### src/verilog/drive_ctrl_defines.svh
// Purpose: offsets-free constants for the drive command state machine
// Assumes: sys_clk at 200 MHz
// Notes:   status codes occupy bits 6..0 of the state word
`ifndef DRIVE_CTRL_DEFINES_SVH
`define DRIVE_CTRL_DEFINES_SVH

`define WORD_W              16
`define MODE_STATE_MACHINE  2'd1
`define ST_NOT_READY        7'h00
`define ST_START_INHIBIT    7'h40
`define ST_READY            7'h21
`define ST_QUICK_STOP       7'h07
`define ST_POWERED_IDLE     7'h23
`define ST_RUNNING          7'h27
`define ST_FAULT            7'h08
`define ST_FAULT_REACTION   7'h0f
`define BIT_WARNING         7
`define BIT_REMOTE          9
`define BIT_REF_REACHED     10
`define BIT_LIMIT           11
`define BIT_CRIT_WARNING    15
`define CMD_RESET_BIT       7
`define DIS_COAST           2'd0
`define DIS_DC_BRAKE        2'd1
`define DIS_RAMP            2'd2
`define FAULT_BLOCK_S       15
`define CLK_HZ              200000000
`define FAULT_BLOCK_CYCLES  (64'(`FAULT_BLOCK_S) * 64'(`CLK_HZ))

`endif

### src/verilog/drive_ctrl_pkg.sv
// Purpose: types for the drive command state machine
// Assumes: nothing
// Notes:   state codes equal the reported status code
package drive_ctrl_pkg;
    typedef enum logic [6:0] {
        NOT_READY      = 7'b0000000,
        START_INHIBIT  = 7'b1000000,
        READY          = 7'b0100001,
        QUICK_STOP     = 7'b0000111,
        POWERED_IDLE   = 7'b0100011,
        RUNNING        = 7'b0100111,
        FAULT          = 7'b0001000,
        FAULT_REACTION = 7'b0001111
    } drive_state_e;
endpackage

### src/verilog/drive_cmd_fsm.sv
// Purpose: command word decoder and operating state machine of a drive
// Assumes: motor-side progress reported by plain inputs from the drive core
// Notes:   pins pass a two-stage synchroniser; drive core inputs are same-clock
`timescale 1ns/1ps
`include "drive_ctrl_defines.svh"

module drive_cmd_fsm #(
    parameter int          W                  = `WORD_W,
    parameter longint      FAULT_BLOCK_CYCLES = `FAULT_BLOCK_CYCLES,
    parameter int          HOLD_W             = 32
) (
    // clock and reset
    input  wire logic          sys_clk,
    input  wire logic          rst,
    // command word write port
    input  wire logic [W-1:0]  cmd_wdata,
    input  wire logic          cmd_we,
    // pins
    input  wire logic          release_input,
    input  wire logic          start_clockwise_input,
    input  wire logic          start_anticlockwise_input,
    // configuration
    input  wire logic [1:0]    mode_select,
    input  wire logic [1:0]    disable_behaviour,
    input  wire logic [HOLD_W-1:0] hold_cycles,
    // drive core status
    input  wire logic          fault_event,
    input  wire logic          fault_reaction_done,
    input  wire logic          warning_flag,
    input  wire logic          critical_warning_flag,
    input  wire logic          ref_reached_in,
    input  wire logic          power_fail_zero_hz,
    input  wire logic          limiter_active,
    input  wire logic          below_switch_off,
    input  wire logic          brake_done,
    input  wire logic          standstill,
    // outputs
    output logic [W-1:0]       drive_command_word,
    output logic [W-1:0]       drive_state_word,
    output logic               output_stage_enable,
    output logic               coast_request,
    output logic               ramp_request,
    output logic               dc_brake_request,
    output logic               quick_stop_ramp,
    output logic               quick_stop_anticlockwise
);
    ////////////////////////////////////////////////////////////////////////////
    // pin synchronisers
    logic [2:0] pins_s;
    sync2 #(.W(3)) u_sync (
        .sys_clk (sys_clk),
        .rst     (rst),
        .din     ({release_input, start_clockwise_input, start_anticlockwise_input}),
        .dout    (pins_s)
    );
    wire rel_s   = pins_s[2];
    wire start_s = pins_s[1] | pins_s[0];

    ////////////////////////////////////////////////////////////////////////////
    // registers and their next values
    drive_ctrl_pkg::drive_state_e state_q, state_d;
    logic [W-1:0]  cmd_q;
    logic          bit7_prev_q;
    logic [63:0]   block_cnt_q;
    logic [HOLD_W-1:0] hold_cnt_q;
    logic          holding_q;
    logic          dir_ccw_q;
    logic          stopping_q;
    logic [W-1:0]  status_d;

    wire sm_mode   = (mode_select == `MODE_STATE_MACHINE);
    wire accept    = cmd_we & rel_s & sm_mode;
    wire [W-1:0] cmd_eff = accept ? cmd_wdata : cmd_q;
    wire remote    = sm_mode & rel_s & start_s;

    // command decodes on the effective word
    wire c_shutdown = cmd_eff[2] & cmd_eff[1] & ~cmd_eff[0];
    wire c_switchon = cmd_eff[2] & cmd_eff[1] & cmd_eff[0] & ~cmd_eff[3];
    wire c_voltoff  = ~cmd_eff[1];
    wire c_qstop    = ~cmd_eff[2] & cmd_eff[1];
    wire c_openable = cmd_eff[3] & cmd_eff[2] & cmd_eff[1] & cmd_eff[0];
    wire c_opdis    = c_switchon;
    wire rst_edge   = cmd_eff[`CMD_RESET_BIT] & ~bit7_prev_q;
    wire block_over = (block_cnt_q >= 64'(FAULT_BLOCK_CYCLES));
    wire enable_ok  = rel_s & start_s & c_openable;
    wire hold_done  = holding_q & (hold_cnt_q >= hold_cycles);

    ////////////////////////////////////////////////////////////////////////////
    // next state
    always_comb begin
        state_d = state_q;
        if (fault_event && state_q != drive_ctrl_pkg::FAULT) begin
            state_d = drive_ctrl_pkg::FAULT_REACTION;
        end else if (!rel_s && (state_q == drive_ctrl_pkg::RUNNING ||
                                state_q == drive_ctrl_pkg::QUICK_STOP)) begin
            state_d = drive_ctrl_pkg::POWERED_IDLE;
        end else begin
            case (state_q)
                drive_ctrl_pkg::NOT_READY: begin
                    state_d = drive_ctrl_pkg::START_INHIBIT;
                end
                drive_ctrl_pkg::START_INHIBIT: begin
                    if (sm_mode && enable_ok) begin
                        state_d = drive_ctrl_pkg::RUNNING;
                    end else if (sm_mode && c_shutdown) begin
                        state_d = drive_ctrl_pkg::READY;
                    end
                end
                drive_ctrl_pkg::READY: begin
                    if (sm_mode && c_voltoff) begin
                        state_d = drive_ctrl_pkg::START_INHIBIT;
                    end else if (sm_mode && c_switchon) begin
                        state_d = drive_ctrl_pkg::POWERED_IDLE;
                    end
                end
                drive_ctrl_pkg::POWERED_IDLE: begin
                    if (sm_mode && enable_ok) begin
                        state_d = drive_ctrl_pkg::RUNNING;
                    end else if (sm_mode && c_shutdown) begin
                        state_d = drive_ctrl_pkg::READY;
                    end else if (sm_mode && c_voltoff) begin
                        state_d = drive_ctrl_pkg::START_INHIBIT;
                    end
                end
                drive_ctrl_pkg::RUNNING: begin
                    if (sm_mode && c_qstop) begin
                        state_d = drive_ctrl_pkg::QUICK_STOP;
                    end else if (sm_mode && c_voltoff) begin
                        state_d = drive_ctrl_pkg::START_INHIBIT;
                    end else if (sm_mode && c_shutdown) begin
                        state_d = drive_ctrl_pkg::READY;
                    end else if (stopping_q) begin
                        if (disable_behaviour == `DIS_DC_BRAKE && brake_done) begin
                            state_d = drive_ctrl_pkg::POWERED_IDLE;
                        end else if (disable_behaviour == `DIS_RAMP && hold_done) begin
                            state_d = drive_ctrl_pkg::POWERED_IDLE;
                        end
                    end else if (sm_mode && c_opdis &&
                                 disable_behaviour == `DIS_COAST) begin
                        state_d = drive_ctrl_pkg::POWERED_IDLE;
                    end
                end
                drive_ctrl_pkg::QUICK_STOP: begin
                    if (hold_done) begin
                        state_d = drive_ctrl_pkg::START_INHIBIT;
                    end
                end
                drive_ctrl_pkg::FAULT_REACTION: begin
                    if (fault_reaction_done) begin
                        state_d = drive_ctrl_pkg::FAULT;
                    end
                end
                drive_ctrl_pkg::FAULT: begin
                    if (sm_mode && rst_edge && block_over) begin
                        state_d = drive_ctrl_pkg::START_INHIBIT;
                    end
                end
                default: begin
                    state_d = drive_ctrl_pkg::START_INHIBIT;
                end
            endcase
        end
    end

    ////////////////////////////////////////////////////////////////////////////
    // status word
    always_comb begin
        status_d                    = '0;
        status_d[6:0]               = state_q;
        status_d[`BIT_WARNING]      = warning_flag | critical_warning_flag;
        status_d[`BIT_REMOTE]       = remote;
        status_d[`BIT_REF_REACHED]  = ref_reached_in | power_fail_zero_hz;
        status_d[`BIT_LIMIT]        = limiter_active;
        status_d[`BIT_CRIT_WARNING] = critical_warning_flag;
    end

    ////////////////////////////////////////////////////////////////////////////
    // state, command and timers
    wire entering_fault = (state_d == drive_ctrl_pkg::FAULT_REACTION) &&
                          (state_q != drive_ctrl_pkg::FAULT_REACTION);
    wire in_stop = (state_q == drive_ctrl_pkg::QUICK_STOP) ||
                   (stopping_q && disable_behaviour == `DIS_RAMP);
    wire start_stop = (state_q == drive_ctrl_pkg::RUNNING) && sm_mode && c_opdis &&
                      (disable_behaviour != `DIS_COAST);
    wire resume = stopping_q && sm_mode && c_openable &&
                  (disable_behaviour == `DIS_RAMP);

    always_ff @(posedge sys_clk) begin
        if (rst) begin
            state_q     <= drive_ctrl_pkg::START_INHIBIT;
            cmd_q       <= '0;
            bit7_prev_q <= 1'b0;
            block_cnt_q <= '0;
            hold_cnt_q  <= '0;
            holding_q   <= 1'b0;
            stopping_q  <= 1'b0;
            dir_ccw_q   <= 1'b0;
        end else begin
            state_q     <= state_d;
            cmd_q       <= cmd_eff;
            bit7_prev_q <= cmd_eff[`CMD_RESET_BIT];
            if (entering_fault) begin
                block_cnt_q <= '0;
            end else if (!block_over) begin
                block_cnt_q <= block_cnt_q + 64'd1;
            end
            if (state_d != drive_ctrl_pkg::RUNNING || resume) begin
                stopping_q <= 1'b0;
            end else if (start_stop) begin
                stopping_q <= 1'b1;
            end
            if (!in_stop || state_d != state_q) begin
                holding_q  <= 1'b0;
                hold_cnt_q <= '0;
            end else if (below_switch_off || holding_q) begin
                holding_q  <= 1'b1;
                hold_cnt_q <= hold_cnt_q + HOLD_W'(1);
            end
            if (state_q == drive_ctrl_pkg::RUNNING && !stopping_q && !c_qstop) begin
                dir_ccw_q <= pins_s[0] & ~pins_s[1];
            end
        end
    end

    ////////////////////////////////////////////////////////////////////////////
    // registered outputs
    always_ff @(posedge sys_clk) begin
        if (rst) begin
            drive_command_word       <= '0;
            drive_state_word         <= '0;
            output_stage_enable      <= 1'b0;
            coast_request            <= 1'b0;
            ramp_request             <= 1'b0;
            dc_brake_request         <= 1'b0;
            quick_stop_ramp          <= 1'b0;
            quick_stop_anticlockwise <= 1'b0;
        end else begin
            drive_command_word  <= cmd_eff;
            drive_state_word    <= status_d;
            // current stays on through the hold window
            output_stage_enable <= (state_d == drive_ctrl_pkg::RUNNING) ||
                                   (state_d == drive_ctrl_pkg::QUICK_STOP);
            coast_request       <= !rel_s;
            ramp_request        <= stopping_q && disable_behaviour == `DIS_RAMP;
            dc_brake_request    <= stopping_q && disable_behaviour == `DIS_DC_BRAKE;
            quick_stop_ramp     <= (state_d == drive_ctrl_pkg::QUICK_STOP);
            quick_stop_anticlockwise <= dir_ccw_q;
        end
    end
endmodule

### src/verilog/sync2.sv
// Purpose: two flip-flop synchroniser for a bus of levels
// Assumes: inputs are static relative to sys_clk settling
// Notes:   first stage feeds only the second stage
`timescale 1ns/1ps
module sync2 #(
    parameter int W = 1
) (
    // clock and reset
    input  wire logic         sys_clk,
    input  wire logic         rst,
    // data
    input  wire logic [W-1:0] din,
    output logic      [W-1:0] dout
);
    logic [W-1:0] meta_q;

    always_ff @(posedge sys_clk) begin
        if (rst) begin
            meta_q <= '0;
            dout   <= '0;
        end else begin
            meta_q <= din;
            dout   <= meta_q;
        end
    end
endmodule
### config.mk
export PLATFORM = sky130hd
export DESIGN_NAME = drive_cmd_fsm
export DESIGN_NICKNAME = d
export VERILOG_FILES = /design/src/verilog/drive_ctrl_pkg.sv /design/src/verilog/drive_cmd_fsm.sv /design/src/verilog/sync2.sv
export VERILOG_INCLUDE_DIRS = /design/src /design/src/verilog
export SDC_FILE = /design/constraint.sdc
export NUM_CORES = 1
export LEC_CHECK = 0
export ABC_CLOCK_PERIOD_IN_PS = 3400
export BUFFER_PORTS_ARGS = -buffer_cell sky130_fd_sc_hd__buf_2
export CAP_MARGIN = 30
export CORE_UTILIZATION = 30
export CTS_CLUSTER_SIZE = 40
export DETAILED_ROUTE_END_ITERATION = 10
export PLACE_DENSITY_LB_ADDON = 0.1
export SLEW_MARGIN = 20
export SYNTH_ARGS = -nofsm -noshare
export SYNTH_HDL_FRONTEND = slang
export SYNTH_SLANG_ARGS = --single-unit
### constraint.sdc
create_clock -name sys_clk -period 3.4 [get_ports sys_clk]
set_input_delay 0.17 -clock sys_clk [delete_from_list [all_inputs] [get_ports sys_clk]]
set_output_delay 0.17 -clock sys_clk [all_outputs]
set_load 0.05 [all_outputs]
==> impl_metrics.env, run 1 <==
export IMPL_status="finished clean"
export IMPL_cts_made_buffers=17
export IMPL_dr_pass1_iters=4
export IMPL_synthFlopType="dfxtp_1"
export IMPL_port_buffers=100
export IMPL_slew_headroom_pct=48.29
export IMPL_gp_congestion=0.7806
export IMPL_synth_top_cells_by_area="dfxtp_1 (40%), ha_1 (6.0%), nor3_2 (4.4%)"
export IMPL_dp_cells=1225
export IMPL_crit_fanout=4
export IMPL_synth_edf_count=0
export IMPL_nets=1050
export IMPL_cts_tree="done"
export IMPL_power_density_mw_per_mm2=439.9
export IMPL_start_kind="flop"
export IMPL_synthArstFlopShare_pct=0
export IMPL_slew_viol_final=0
export IMPL_clk_insertion_delay_late_ns=0.42
export IMPL_clock_sinks=146
export IMPL_drv_cap=0
export IMPL_wl_per_cell_microns=13.28
export IMPL_grt_overflow_total=0
export IMPL_rsz0062_at_grt="false"
export IMPL_fin_crit_ns=3.081
export IMPL_critPathRequiredTime_ns=3.72
export IMPL_setup_violations=0
export IMPL_drive_gt1_share_pct=21.46
export IMPL_grt_usage_pct=14.64
export IMPL_synth_most_common_cell="dfxtp_1"
export IMPL_dp_hpwl_microns=12240
export IMPL_drtIter0Drc=264
export IMPL_fp_dieArea_sq_mm=0.02493
export IMPL_syn_area_per_cell_sq_um=8.914
export IMPL_syn_instance_count=818
export IMPL_ios=106
export IMPL_die_h_microns=157.9
export IMPL_hold_ws_ns=0.02896
export IMPL_num_antenna_cells=0
export IMPL_viasPerCell=4.557
export IMPL_antenna_found_initial=0
export IMPL_instances_no_fill=1279
export IMPL_yosysTopAreaCellShare_pct=40.08
export IMPL_clock_skew_ns=0.01297
export IMPL_routed_wl_microns=16990
export IMPL_grt_max_degree=49
export IMPL_power_leakage_uw=0.003646
export IMPL_cp_arrival_ns=3.40
export IMPL_path_class="reg -> reg"
export IMPL_num_rows=56
export IMPL_cts_max_level=4
export IMPL_worst_slew_pin_slew_ns=0.7698
export IMPL_grt_pass1_wl_microns=28470
export IMPL_ys_warn_count=0
export IMPL_clockBufferDepth=2
export IMPL_ys_seq_area_share_pct=40.08
export IMPL_cp_end_kind="flop"
export IMPL_clk_pin_slew_ns=0.06
export IMPL_grt_pass1_vias=5535
export IMPL_die_x_microns=157.9
export IMPL_start_util_pct=30.79
export IMPL_yosys_area_top_type="dfxtp_1"
export IMPL_fmax_ghz=0.3246
export IMPL_min_path_type="in -> reg"
export IMPL_hold_viol_final=0
export IMPL_area_growth_pct=23.70
export IMPL_finalCritPeriodShare_pct=90.62
export IMPL_vias=5828
export IMPL_core_area_sq_mm=0.02368
export IMPL_netlist_cell_type_count=77
export IMPL_synth_common_cells="dfxtp_1 (146), nor2_1 (85), nand2_1 (76)"
export IMPL_vdd_drop_max_mv=0.2714
export IMPL_synth_seq_cells=146
export IMPL_drtAntennaViolNets=0
export IMPL_drc_errors=0
export IMPL_root_buffer="clkbuf_16"
export IMPL_cts_setup_buffers=0
export IMPL_setup_tns_final_ns=0
export IMPL_netlist_area_sq_mm=0.007292
## where the power goes
| part | leakage, uW | switching (uW) | internal (uW) |
|---|---|---|---|
| registers | 0.00118 | 13.8 | 1730 |
| logic | 0.00217 | 175 | 114 |
| clock network | 0.000294 | 809 | 1130 |
| total | 0.00365 | 998 | 2970 |
## final timing paths
check	start	to	slack, ns	cells after the start
max	hold_cnt_q[0]$_SDFFE_PP0P_	quick_stop_ramp$_SDFF_PP0_	0.32	11
min	disable_behaviour[0]	dc_brake_request$_SDFF_PP0_	0.03	3
min reg2reg	u_sync.meta_q[1]$_SDFF_PP0_	u_sync.dout[1]$_SDFF_PP0_	0.44	1
max reg2reg	hold_cnt_q[0]$_SDFFE_PP0P_	quick_stop_ramp$_SDFF_PP0_	0.32	11
## kinds of logic after synthesis
group | synth area share [%]
buf+inv | 4.873
other cells | 0.05143
simple gates | 30.64
mux | 1.544
fa+ha+maj | 6.005
compound gates | 9.472
flops | 40.08
xor+xnor | 7.327
## layout make-up
type	instances	area [sq um]
clock buffers	18	439.2
clock inverters	14	166.4
fillers	2516	14660
inverters	44	165.2
multi-input cells	599	4029
flip-flops and latches	146	2923
well taps	319	399.1
repair buffers	139	898.4
## state kept, by name, indices dropped and copies added (netlist names), 3 cells and up
name	count
drive_command_word	15
state_q	7
block_cnt_q	64
u_sync.meta_q	3
u_sync.dout	3
hold_cnt_q	32
drive_state_word	12
## placed cells by master, fill, tap and decap left out, types with 13 or more instances in the layout
| cell | synthesis | routed |
|---|---|---|
| a21oi_1 | 37 | 37 |
| xor2_1 | 32 | 32 |
| nor2_1 | 85 | 85 |
| nand3_1 | 33 | 33 |
| nor3_1 | 19 | 19 |
| and2_1 | 34 | 34 |
| nor3_2 | 32 | 32 |
| inv_1 | 44 | 44 |
| nand4_1 | 24 | 24 |
| nor2b_1 | 19 | 19 |
| and3_1 | 15 | 15 |
| nand2_1 | 76 | 76 |
| buf_2 | 10 | 100 |
| dfxtp_1 | 146 | 146 |
| xnor2_1 | 29 | 29 |
| clkbuf_16 | 0 | 17 |
| ha_1 | 35 | 35 |
| buf_4 | 8 | 13 |
| dlygate4sd3_1 | 0 | 22 |
## metrics by stage
| stage | setup WS (ns) | area (sq um) | util (%) | power, uW |
|---|---|---|---|---|
| global route | 0.04586 | 9020 | 38.09 | 4150 |
| global placement | 0.3957 | 8194 | 34.60 | 2055 |
| finish | 0.3190 | 9020 | 38.09 | 3968 |
| detailed placement | 0.3736 | 8194 | 34.60 | 2054 |
| floorplan | 0.7397 | 7307 | - | 1956 |
| CTS | 0.3375 | 9020 | 38.09 | 4037 |
## worst max-delay path, cell delays in order, from the launching register on
cell and delay, ns:
dfxtp_1 0.37, inv_1 0.09, ha_1 0.26, nand2b_1 0.13
a2111oi_0 0.46, nor4b_1 0.11, o31ai_1 0.31, buf_4 0.20
a21bo_2 0.19, o21ai_1 0.10, or4_1 0.52, a21oi_1 0.24
## repair_timing
action / in CTS / in global routing
setup endpoints to repair: 0 / 0
endpoints found under the hold margin: 20 / 0
resized for setup: 0 / 0
hold buffers: 22 / 0
## routing by layer
metal	vias up	wire length (microns)	GRT usage [%]
li1	3081	-	-
met1	2650	9043	20.67
met2	86	7194	21.96
met3	11	574	3.230
met4	0	174	4.485
met5	-	0	0
(Power assumes the default switching activity.)
==> run 2: changes to the inputs <==
Settings changed: ABC_CLOCK_PERIOD_IN_PS 3400 to 2850.
Clock period 3.4 ns to 2.85 ns, I/O delays scaled along.
==> run 2 against run 1 <==
Effect of this change:
- clock power is 19% higher
- design area is 10% higher
- largest power group unchanged
- final cell count is 5.6% higher
- count of clock-buffer cells in the layout stayed put
- highest routed layer unchanged
- worst hold slack better by 0.0034 ns
- utilization is 3.9 points higher
- sequential share of layout area is 2.8 points lower
- critical endpoint is now block_cnt_q[58]$_SDFFE_PP0P_
- largest cell class unchanged
==> impl_metrics.env, run 2 (synthesized netlist as in run 1, its figures left out) <==
export IMPL_status="finished clean"
export IMPL_crit_path_frequent_cell="buf_4"
export IMPL_clock_sinks=146
export IMPL_path_class="reg -> reg"
export IMPL_cp_arrival_ns=3.13
export IMPL_gp_congestion=0.7962
export IMPL_clock_skew_ns=0.01121
export IMPL_grt_pass1_wl_microns=28950
export IMPL_fp_dieArea_sq_mm=0.02493
export IMPL_hold_viol_final=0
export IMPL_drive_gt1_share_pct=31.04
export IMPL_grt_pass1_vias=5771
export IMPL_fin_crit_ns=2.768
export IMPL_multi_input_area_sq_mm=0.004314
export IMPL_final_cell_mix="dfxtp_1 (134), buf_2 (100), nor2_1 (78)"
export IMPL_p_switching_uw=1202
export IMPL_vias=6155
export IMPL_drtIter0Drc=233
export IMPL_grt_max_degree=49
export IMPL_layout_commonest_cell="dfxtp_1"
export IMPL_wl_per_cell_microns=13.27
export IMPL_slew_viol_final=0
export IMPL_grt_overflow_total=0
export IMPL_reg_top3="block_cnt_q (64), hold_cnt_q (32), drive_command_word (15)"
export IMPL_routed_wl_microns=17910
export IMPL_rsz0062_at_grt="true"
export IMPL_viasPerCell=4.559
export IMPL_clockBufferDepth=2
export IMPL_num_rows=56
export IMPL_cts_tree="done"
export IMPL_rr_worst_depth=14
export IMPL_p_seq_share_pct=43.4
export IMPL_timing_rr_start="hold_cnt_q[0]$_SDFFE_PP0P_"
export IMPL_cts_max_level=4
export IMPL_r2r_slack_ns=0.08
export IMPL_dp_hpwl_microns=12740
export IMPL_grt_usage_pct=14.85
export IMPL_power_frac_comb_pct=8.6
export IMPL_post_route_util_pct=41.96
export IMPL_die_h_microns=157.9
export IMPL_swShare_pct=25.08
export IMPL_path_cells="inv_2, ha_1, nand2b_4, a2111oi_4, buf_4, nor4b_4, o31ai_4, a21bo_4, buf_4, o31a_4, buf_4, a31oi_2, buf_12, and2_1"
export IMPL_cts_made_buffers=17
export IMPL_internal_power_uw=3591
export IMPL_cp_startpoint="hold_cnt_q[0]$_SDFFE_PP0P_"
export IMPL_fmax_ghz=0.3613
export IMPL_antenna_found_initial=0
export IMPL_max_stage_delay_ns=0.33
export IMPL_start_kind="flop"
export IMPL_drv_cap=0
export IMPL_die_x_microns=157.9
export IMPL_area_growth_pct=36.29
export IMPL_port_buffers=100
export IMPL_hold_ws_ns=0.03239
export IMPL_grt_util_met2_pct=22.99
export IMPL_nets=1121
export IMPL_critPathRequiredTime_ns=3.21
export IMPL_critPathSlowestCell="dfxtp_2"
export IMPL_grt_use_met3_pct=3.011
export IMPL_min_path_type="in -> reg"
export IMPL_dr_pass1_iters=5
export IMPL_start_util_pct=30.79
export IMPL_clk_pin_slew_ns=0.06
export IMPL_busiest_layer="met2"
export IMPL_drtAntennaViolNets=0
export IMPL_worst_slew_pin_slew_ns=0.5416
export IMPL_fill_cells=2420
export IMPL_use_met1_pct=20.67
export IMPL_drc_errors=0
export IMPL_ios=106
export IMPL_crit_end="block_cnt_q[58]$_SDFFE_PP0P_"
export IMPL_core_area_sq_mm=0.02368
export IMPL_rr_endpoint="block_cnt_q[58]$_SDFFE_PP0P_"
export IMPL_crit_fanout=32
export IMPL_pwr_share_clk_pct=47.9
export IMPL_largest_reg_flops=64
export IMPL_power_density_mw_per_mm2=482.3
export IMPL_cp_end_kind="flop"
export IMPL_finalCritPeriodShare_pct=97.13
export IMPL_regArea_sq_mm=0.002940
export IMPL_vdd_drop_max_mv=0.3220
export IMPL_clk_insertion_delay_late_ns=0.42
export IMPL_slew_headroom_pct=63.62
export IMPL_setup_violations=0
export IMPL_power_leakage_uw=0.004056
export IMPL_top_register="block_cnt_q"
export IMPL_root_buffer="clkbuf_16"
export IMPL_num_antenna_cells=0
[run 2: how the worst min path moves through the flow]
stage | start | end | slack, ns | depth (start not counted)
floorplan | disable_behaviour[1] | dc_brake_request$_SDFF_PP0_ | 0.22 | 1
global placement | ref_reached_in | drive_state_word[10]$_SDFF_PP0_ | 0.35 | 3
detailed placement | warning_flag | drive_state_word[7]$_SDFF_PP0_ | 0.36 | 3
CTS | cmd_wdata[2] | drive_command_word[2]$_SDFF_PP0_ | 0.02 | 3
global route | cmd_wdata[2] | drive_command_word[2]$_SDFF_PP0_ | 0.03 | 3
finish | cmd_wdata[2] | drive_command_word[2]$_SDFF_PP0_ | 0.03 | 3
[run 2: per-stage QoR]
step                std cells  cell area (sq um)  setup TNS [ns]  setup WS, ns  power (uW)
floorplan                 822               7307               0        0.1897        2334
global placement         1286               8652          -3.817      -0.09455        2467
detailed placement       1286               8652          -7.187       -0.1387        2464
CTS                      1349               9752               0       0.03168        4860
global route             1350               9938         -0.2298      -0.02042        5009
finish                   1350               9938               0       0.08184        4793
[run 2: cell type report]
type / instances / share of cell area, %
flip-flops and latches: 146 / 29.59
clock inverters: 14 / 1.649
well taps: 319 / 4.016
repair buffers: 210 / 15.26
clock buffers: 18 / 4.419
multi-input cells: 599 / 43.41
inverters: 44 / 1.662
[run 2: per-layer routing]
metal,vias to the layer above,wire length [microns]
li1,3227,-
met1,2832,9094
met2,83,7969
met3,13,643
met4,0,201
met5,-,0
[run 2: repair_timing]
action,CTS,global route
hold buffers,24,0
pin swaps,11,5
buffers inserted,6,2
setup endpoints to repair,99,99
gates cloned,3,0
endpoints found under the hold margin,21,0
gates resized for setup,25,36
[run 2: power groups by stage]
stage / clock network, uW / registers (uW) / logic, uW
after global placement: 0 / 2130 / 338
after detailed placement: 0 / 2130 / 337
after global routing: 2470 / 2080 / 452
after CTS: 2370 / 2080 / 407
final: 2300 / 2080 / 414
after floorplan: 0 / 2150 / 180
[run 2: worst max-delay path, delay by kind of cell, from the launching register on]
| family | cells | cell delay [ns] |
|---|---|---|
| buffers and inverters | 5 | 0.65 |
| DFF | 1 | 0.33 |
| and+or+nand+nor | 3 | 0.51 |
| adders and majority gates | 1 | 0.26 |
| AOI/OAI and AO/OA | 5 | 0.94 |
==> run 3: changes to the inputs <==
Settings changed: ABC_AREA set to 1, BUFFER_PORTS_ARGS -buffer_cell sky130_fd_sc_hd__buf_2 to -buffer_cell sky130_fd_sc_hd__clkbuf_2.
==> run 3 against run 2 <==
Effect of this change:
- design area is 8.1% lower
- total power is 2.7% lower
- worst setup slack better by 0.19 ns
- clock power hardly changed
==> impl_metrics.env, run 3 <==
export IMPL_path_cells="inv_1, ha_1, nand2_1, nor2_1, nand2_1, nor2_1, nor2_1, nand2_1, nand2_1, nand2_2, nand2_2, nand2_1, nand2_1, nor2_2, nand3_1, nand2_1, nand2_1, nor2_2, nand4_4, buf_12, nor2_1"
export IMPL_finalCritPeriodShare_pct=90.35
export IMPL_cp_arrival_ns=2.92
export IMPL_start_util_pct=30.87
export IMPL_rsz0062_at_grt="false"
export IMPL_wl_per_cell_microns=10.77
export IMPL_internal_power_uw=3565
export IMPL_timing_rr_start="hold_cnt_q[0]$_SDFFE_PP0P_"
export IMPL_finish_instance_area_sq_mm=0.009134
export IMPL_crit_fanout=33
export IMPL_syn_area_per_cell_sq_um=7.276
export IMPL_reg_top3="block_cnt_q (64), hold_cnt_q (32), drive_command_word (15)"
export IMPL_crit_path_frequent_cell="nand2_1"
export IMPL_antenna_found_initial=0
export IMPL_min_path_type="in -> reg"
export IMPL_die_x_microns=158.1
export IMPL_power_density_mw_per_mm2=510.7
export IMPL_path_class="reg -> reg"
export IMPL_setup_violations=0
export IMPL_p_switching_uw=1100
export IMPL_swShare_pct=23.58
export IMPL_die_h_microns=158.1
export IMPL_num_rows=56
export IMPL_slew_viol_final=0
export IMPL_cts_max_level=4
export IMPL_cp_end_kind="flop"
export IMPL_top_register="block_cnt_q"
export IMPL_ys_warn_count=0
export IMPL_synth_most_common_cell="nor2_1"
export IMPL_post_place_ws_ns=0.1678
export IMPL_vdd_drop_max_mv=0.3761
export IMPL_power_leakage_uw=0.004118
export IMPL_grt_pass1_wl_microns=27120
export IMPL_drv_cap=0
export IMPL_vias=6271
export IMPL_hold_viol_final=0
export IMPL_area_growth_pct=24.91
export IMPL_fp_dieArea_sq_mm=0.02500
export IMPL_synth_top_cells_by_area="dfxtp_1 (40%), nor2_1 (9.2%), inv_1 (8.8%)"
export IMPL_grt_max_degree=40
export IMPL_drc_errors=0
export IMPL_drtIter0Drc=226
export IMPL_slew_headroom_pct=36.40
export IMPL_port_buffers=100
export IMPL_grt_pass1_vias=5925
export IMPL_p_seq_share_pct=44.6
export IMPL_hp_start="cmd_wdata[3]"
export IMPL_yosys_area_top_type="dfxtp_1"
export IMPL_fin_crit_ns=2.575
export IMPL_critPathSlowestCell="dfxtp_1"
export IMPL_num_antenna_cells=0
export IMPL_dp_hpwl_microns=11950
export IMPL_viasPerCell=4.231
export IMPL_layout_commonest_cell="nor2_1"
export IMPL_regArea_sq_mm=0.002923
export IMPL_clk_pin_slew_ns=0.06
export IMPL_netlist_area_sq_mm=0.007312
export IMPL_multi_input_area_sq_mm=0.003651
export IMPL_synth_seq_cells=146
export IMPL_dp_cells=1427
export IMPL_routed_wl_microns=15970
export IMPL_clock_skew_ns=0.01363
export IMPL_nets=1253
export IMPL_yosysTopAreaCellShare_pct=39.97
export IMPL_cts_made_buffers=17
export IMPL_max_stage_delay_ns=0.39
export IMPL_ys_seq_area_share_pct=39.97
export IMPL_critPathRequiredTime_ns=3.20
export IMPL_clk_insertion_delay_late_ns=0.42
export IMPL_grt_usage_pct=13.61
export IMPL_synthArstFlopShare_pct=0
export IMPL_dr_pass1_iters=4
export IMPL_cp_startpoint="hold_cnt_q[0]$_SDFFE_PP0P_"
export IMPL_fill_cells=2572
export IMPL_final_cell_mix="nor2_1 (179), inv_1 (172), nand2_1 (161)"
export IMPL_grt_overflow_total=0
export IMPL_pwr_share_clk_pct=48.6
export IMPL_clockBufferDepth=2
export IMPL_synth_edf_count=0
export IMPL_core_area_sq_mm=0.02368
export IMPL_syn_instance_count=1005
export IMPL_dpl_instance_area_sq_mm=0.008277
export IMPL_status="finished clean"
export IMPL_hold_ws_ns=0.01954
export IMPL_root_buffer="clkbuf_16"
export IMPL_drive_gt1_share_pct=19.17
export IMPL_gp_congestion=0.8089
export IMPL_fmax_ghz=0.3883
export IMPL_start_kind="flop"
export IMPL_synthFlopType="dfxtp_1"
export IMPL_cts_tree="done"
export IMPL_worst_slack_ns=0.2750
export IMPL_cts_setup_buffers=0
export IMPL_power_frac_comb_pct=6.8
export IMPL_instances_no_fill=1482
export IMPL_synth_common_cells="nor2_1 (180), inv_1 (172), nand2_1 (164)"
export IMPL_netlist_cell_type_count=50
export IMPL_worst_slew_pin_slew_ns=0.9466
export IMPL_ios=106
export IMPL_drtAntennaViolNets=0
export IMPL_largest_reg_flops=64
export IMPL_setup_tns_final_ns=0
export IMPL_clock_sinks=146
==> run 3: cell count changes in the layout (fill, tap and decap cells not counted), moves of 22 or more <==
cell / change
inv_1: +129
and2_1: -34
nor2_1: +101
buf_4: -57
buf_2: -100
nor3_2: -33
nor2_2: +22
clkbuf_2: +100
nand2_1: +85
==> run 3: per-stage QoR <==
| stage | utilization (%) | total power [uW] |
|---|---|---|
| 5_1_grt | 38.57 | 4900 |
| 4_1_cts | 38.43 | 4752 |
| 2_1_floorplan | - | 2318 |
| 3_5_place_dp | 34.95 | 2420 |
| 3_3_place_gp | 34.95 | 2420 |
| 6_report | 38.57 | 4664 |
==> run 3: worst paths after layout <==
kind | end | slack [ns] | depth (start not counted)
max | hold_cnt_q[22]$_SDFFE_PP0P_ | 0.27 | 21
min | drive_command_word[3]$_SDFF_PP0_ | 0.02 | 3
max reg2reg | hold_cnt_q[22]$_SDFFE_PP0P_ | 0.27 | 21
min reg2reg | u_sync.dout[2]$_SDFF_PP0_ | 0.40 | 2
==> run 3: critical path: cells and delay by family (launching register included) <==
family	cells	cell delay, ns
buffers and inverters	2	0.25
and+or+nand+nor	18	1.59
DFF	1	0.39
adders and majority gates	1	0.27
==> run 3: layer usage <==
| layer | global-route usage (%) | vias to the layer above | wire [microns] |
|---|---|---|---|
| li1 | - | 3428 | - |
| met1 | 17.91 | 2724 | 8184 |
| met2 | 21.28 | 106 | 6801 |
| met3 | 4.079 | 13 | 806 |
| met4 | 4.029 | 0 | 174 |
| met5 | 0 | - | 0 |
==> run 3: cell families after synthesis <==
group | count (synthesis) | synth area share, %
and+or+nand+nor | 513 | 32.80
buffers and inverters | 196 | 10.75
DFF | 146 | 39.97
AOI/OAI and AO/OA | 75 | 5.750
xor gates and xnor gates | 38 | 4.552
adders and majority gates | 35 | 5.989
other | 1 | 0.05129
muxes | 1 | 0.1369
==> run 3: cell type report <==
cell class / instances / area share [%]
Sequential cell: 146 / 32.00
Tap cell: 319 / 4.370
Clock inverter: 12 / 1.726
Timing Repair Buffer: 144 / 10.00
Clock buffer: 20 / 4.781
Inverter: 174 / 7.151
Multi-Input combinational cell: 667 / 39.97
==> run 3: timing repair <==
item | CTS | global route
endpoints found under the hold margin | 21 | 0
endpoints found under the setup margin | 0 | 89
gates resized for setup | 0 | 7
hold buffers | 23 | 0
==> run 3: power groups by stage <==
stage / registers, uW / clock network (uW) / logic [uW]
floorplan: 2170 / 0 / 150
global placement: 2130 / 0 / 293
detailed placement: 2130 / 0 / 292
CTS: 2080 / 2350 / 317
global route: 2080 / 2460 / 352
finish: 2080 / 2270 / 315
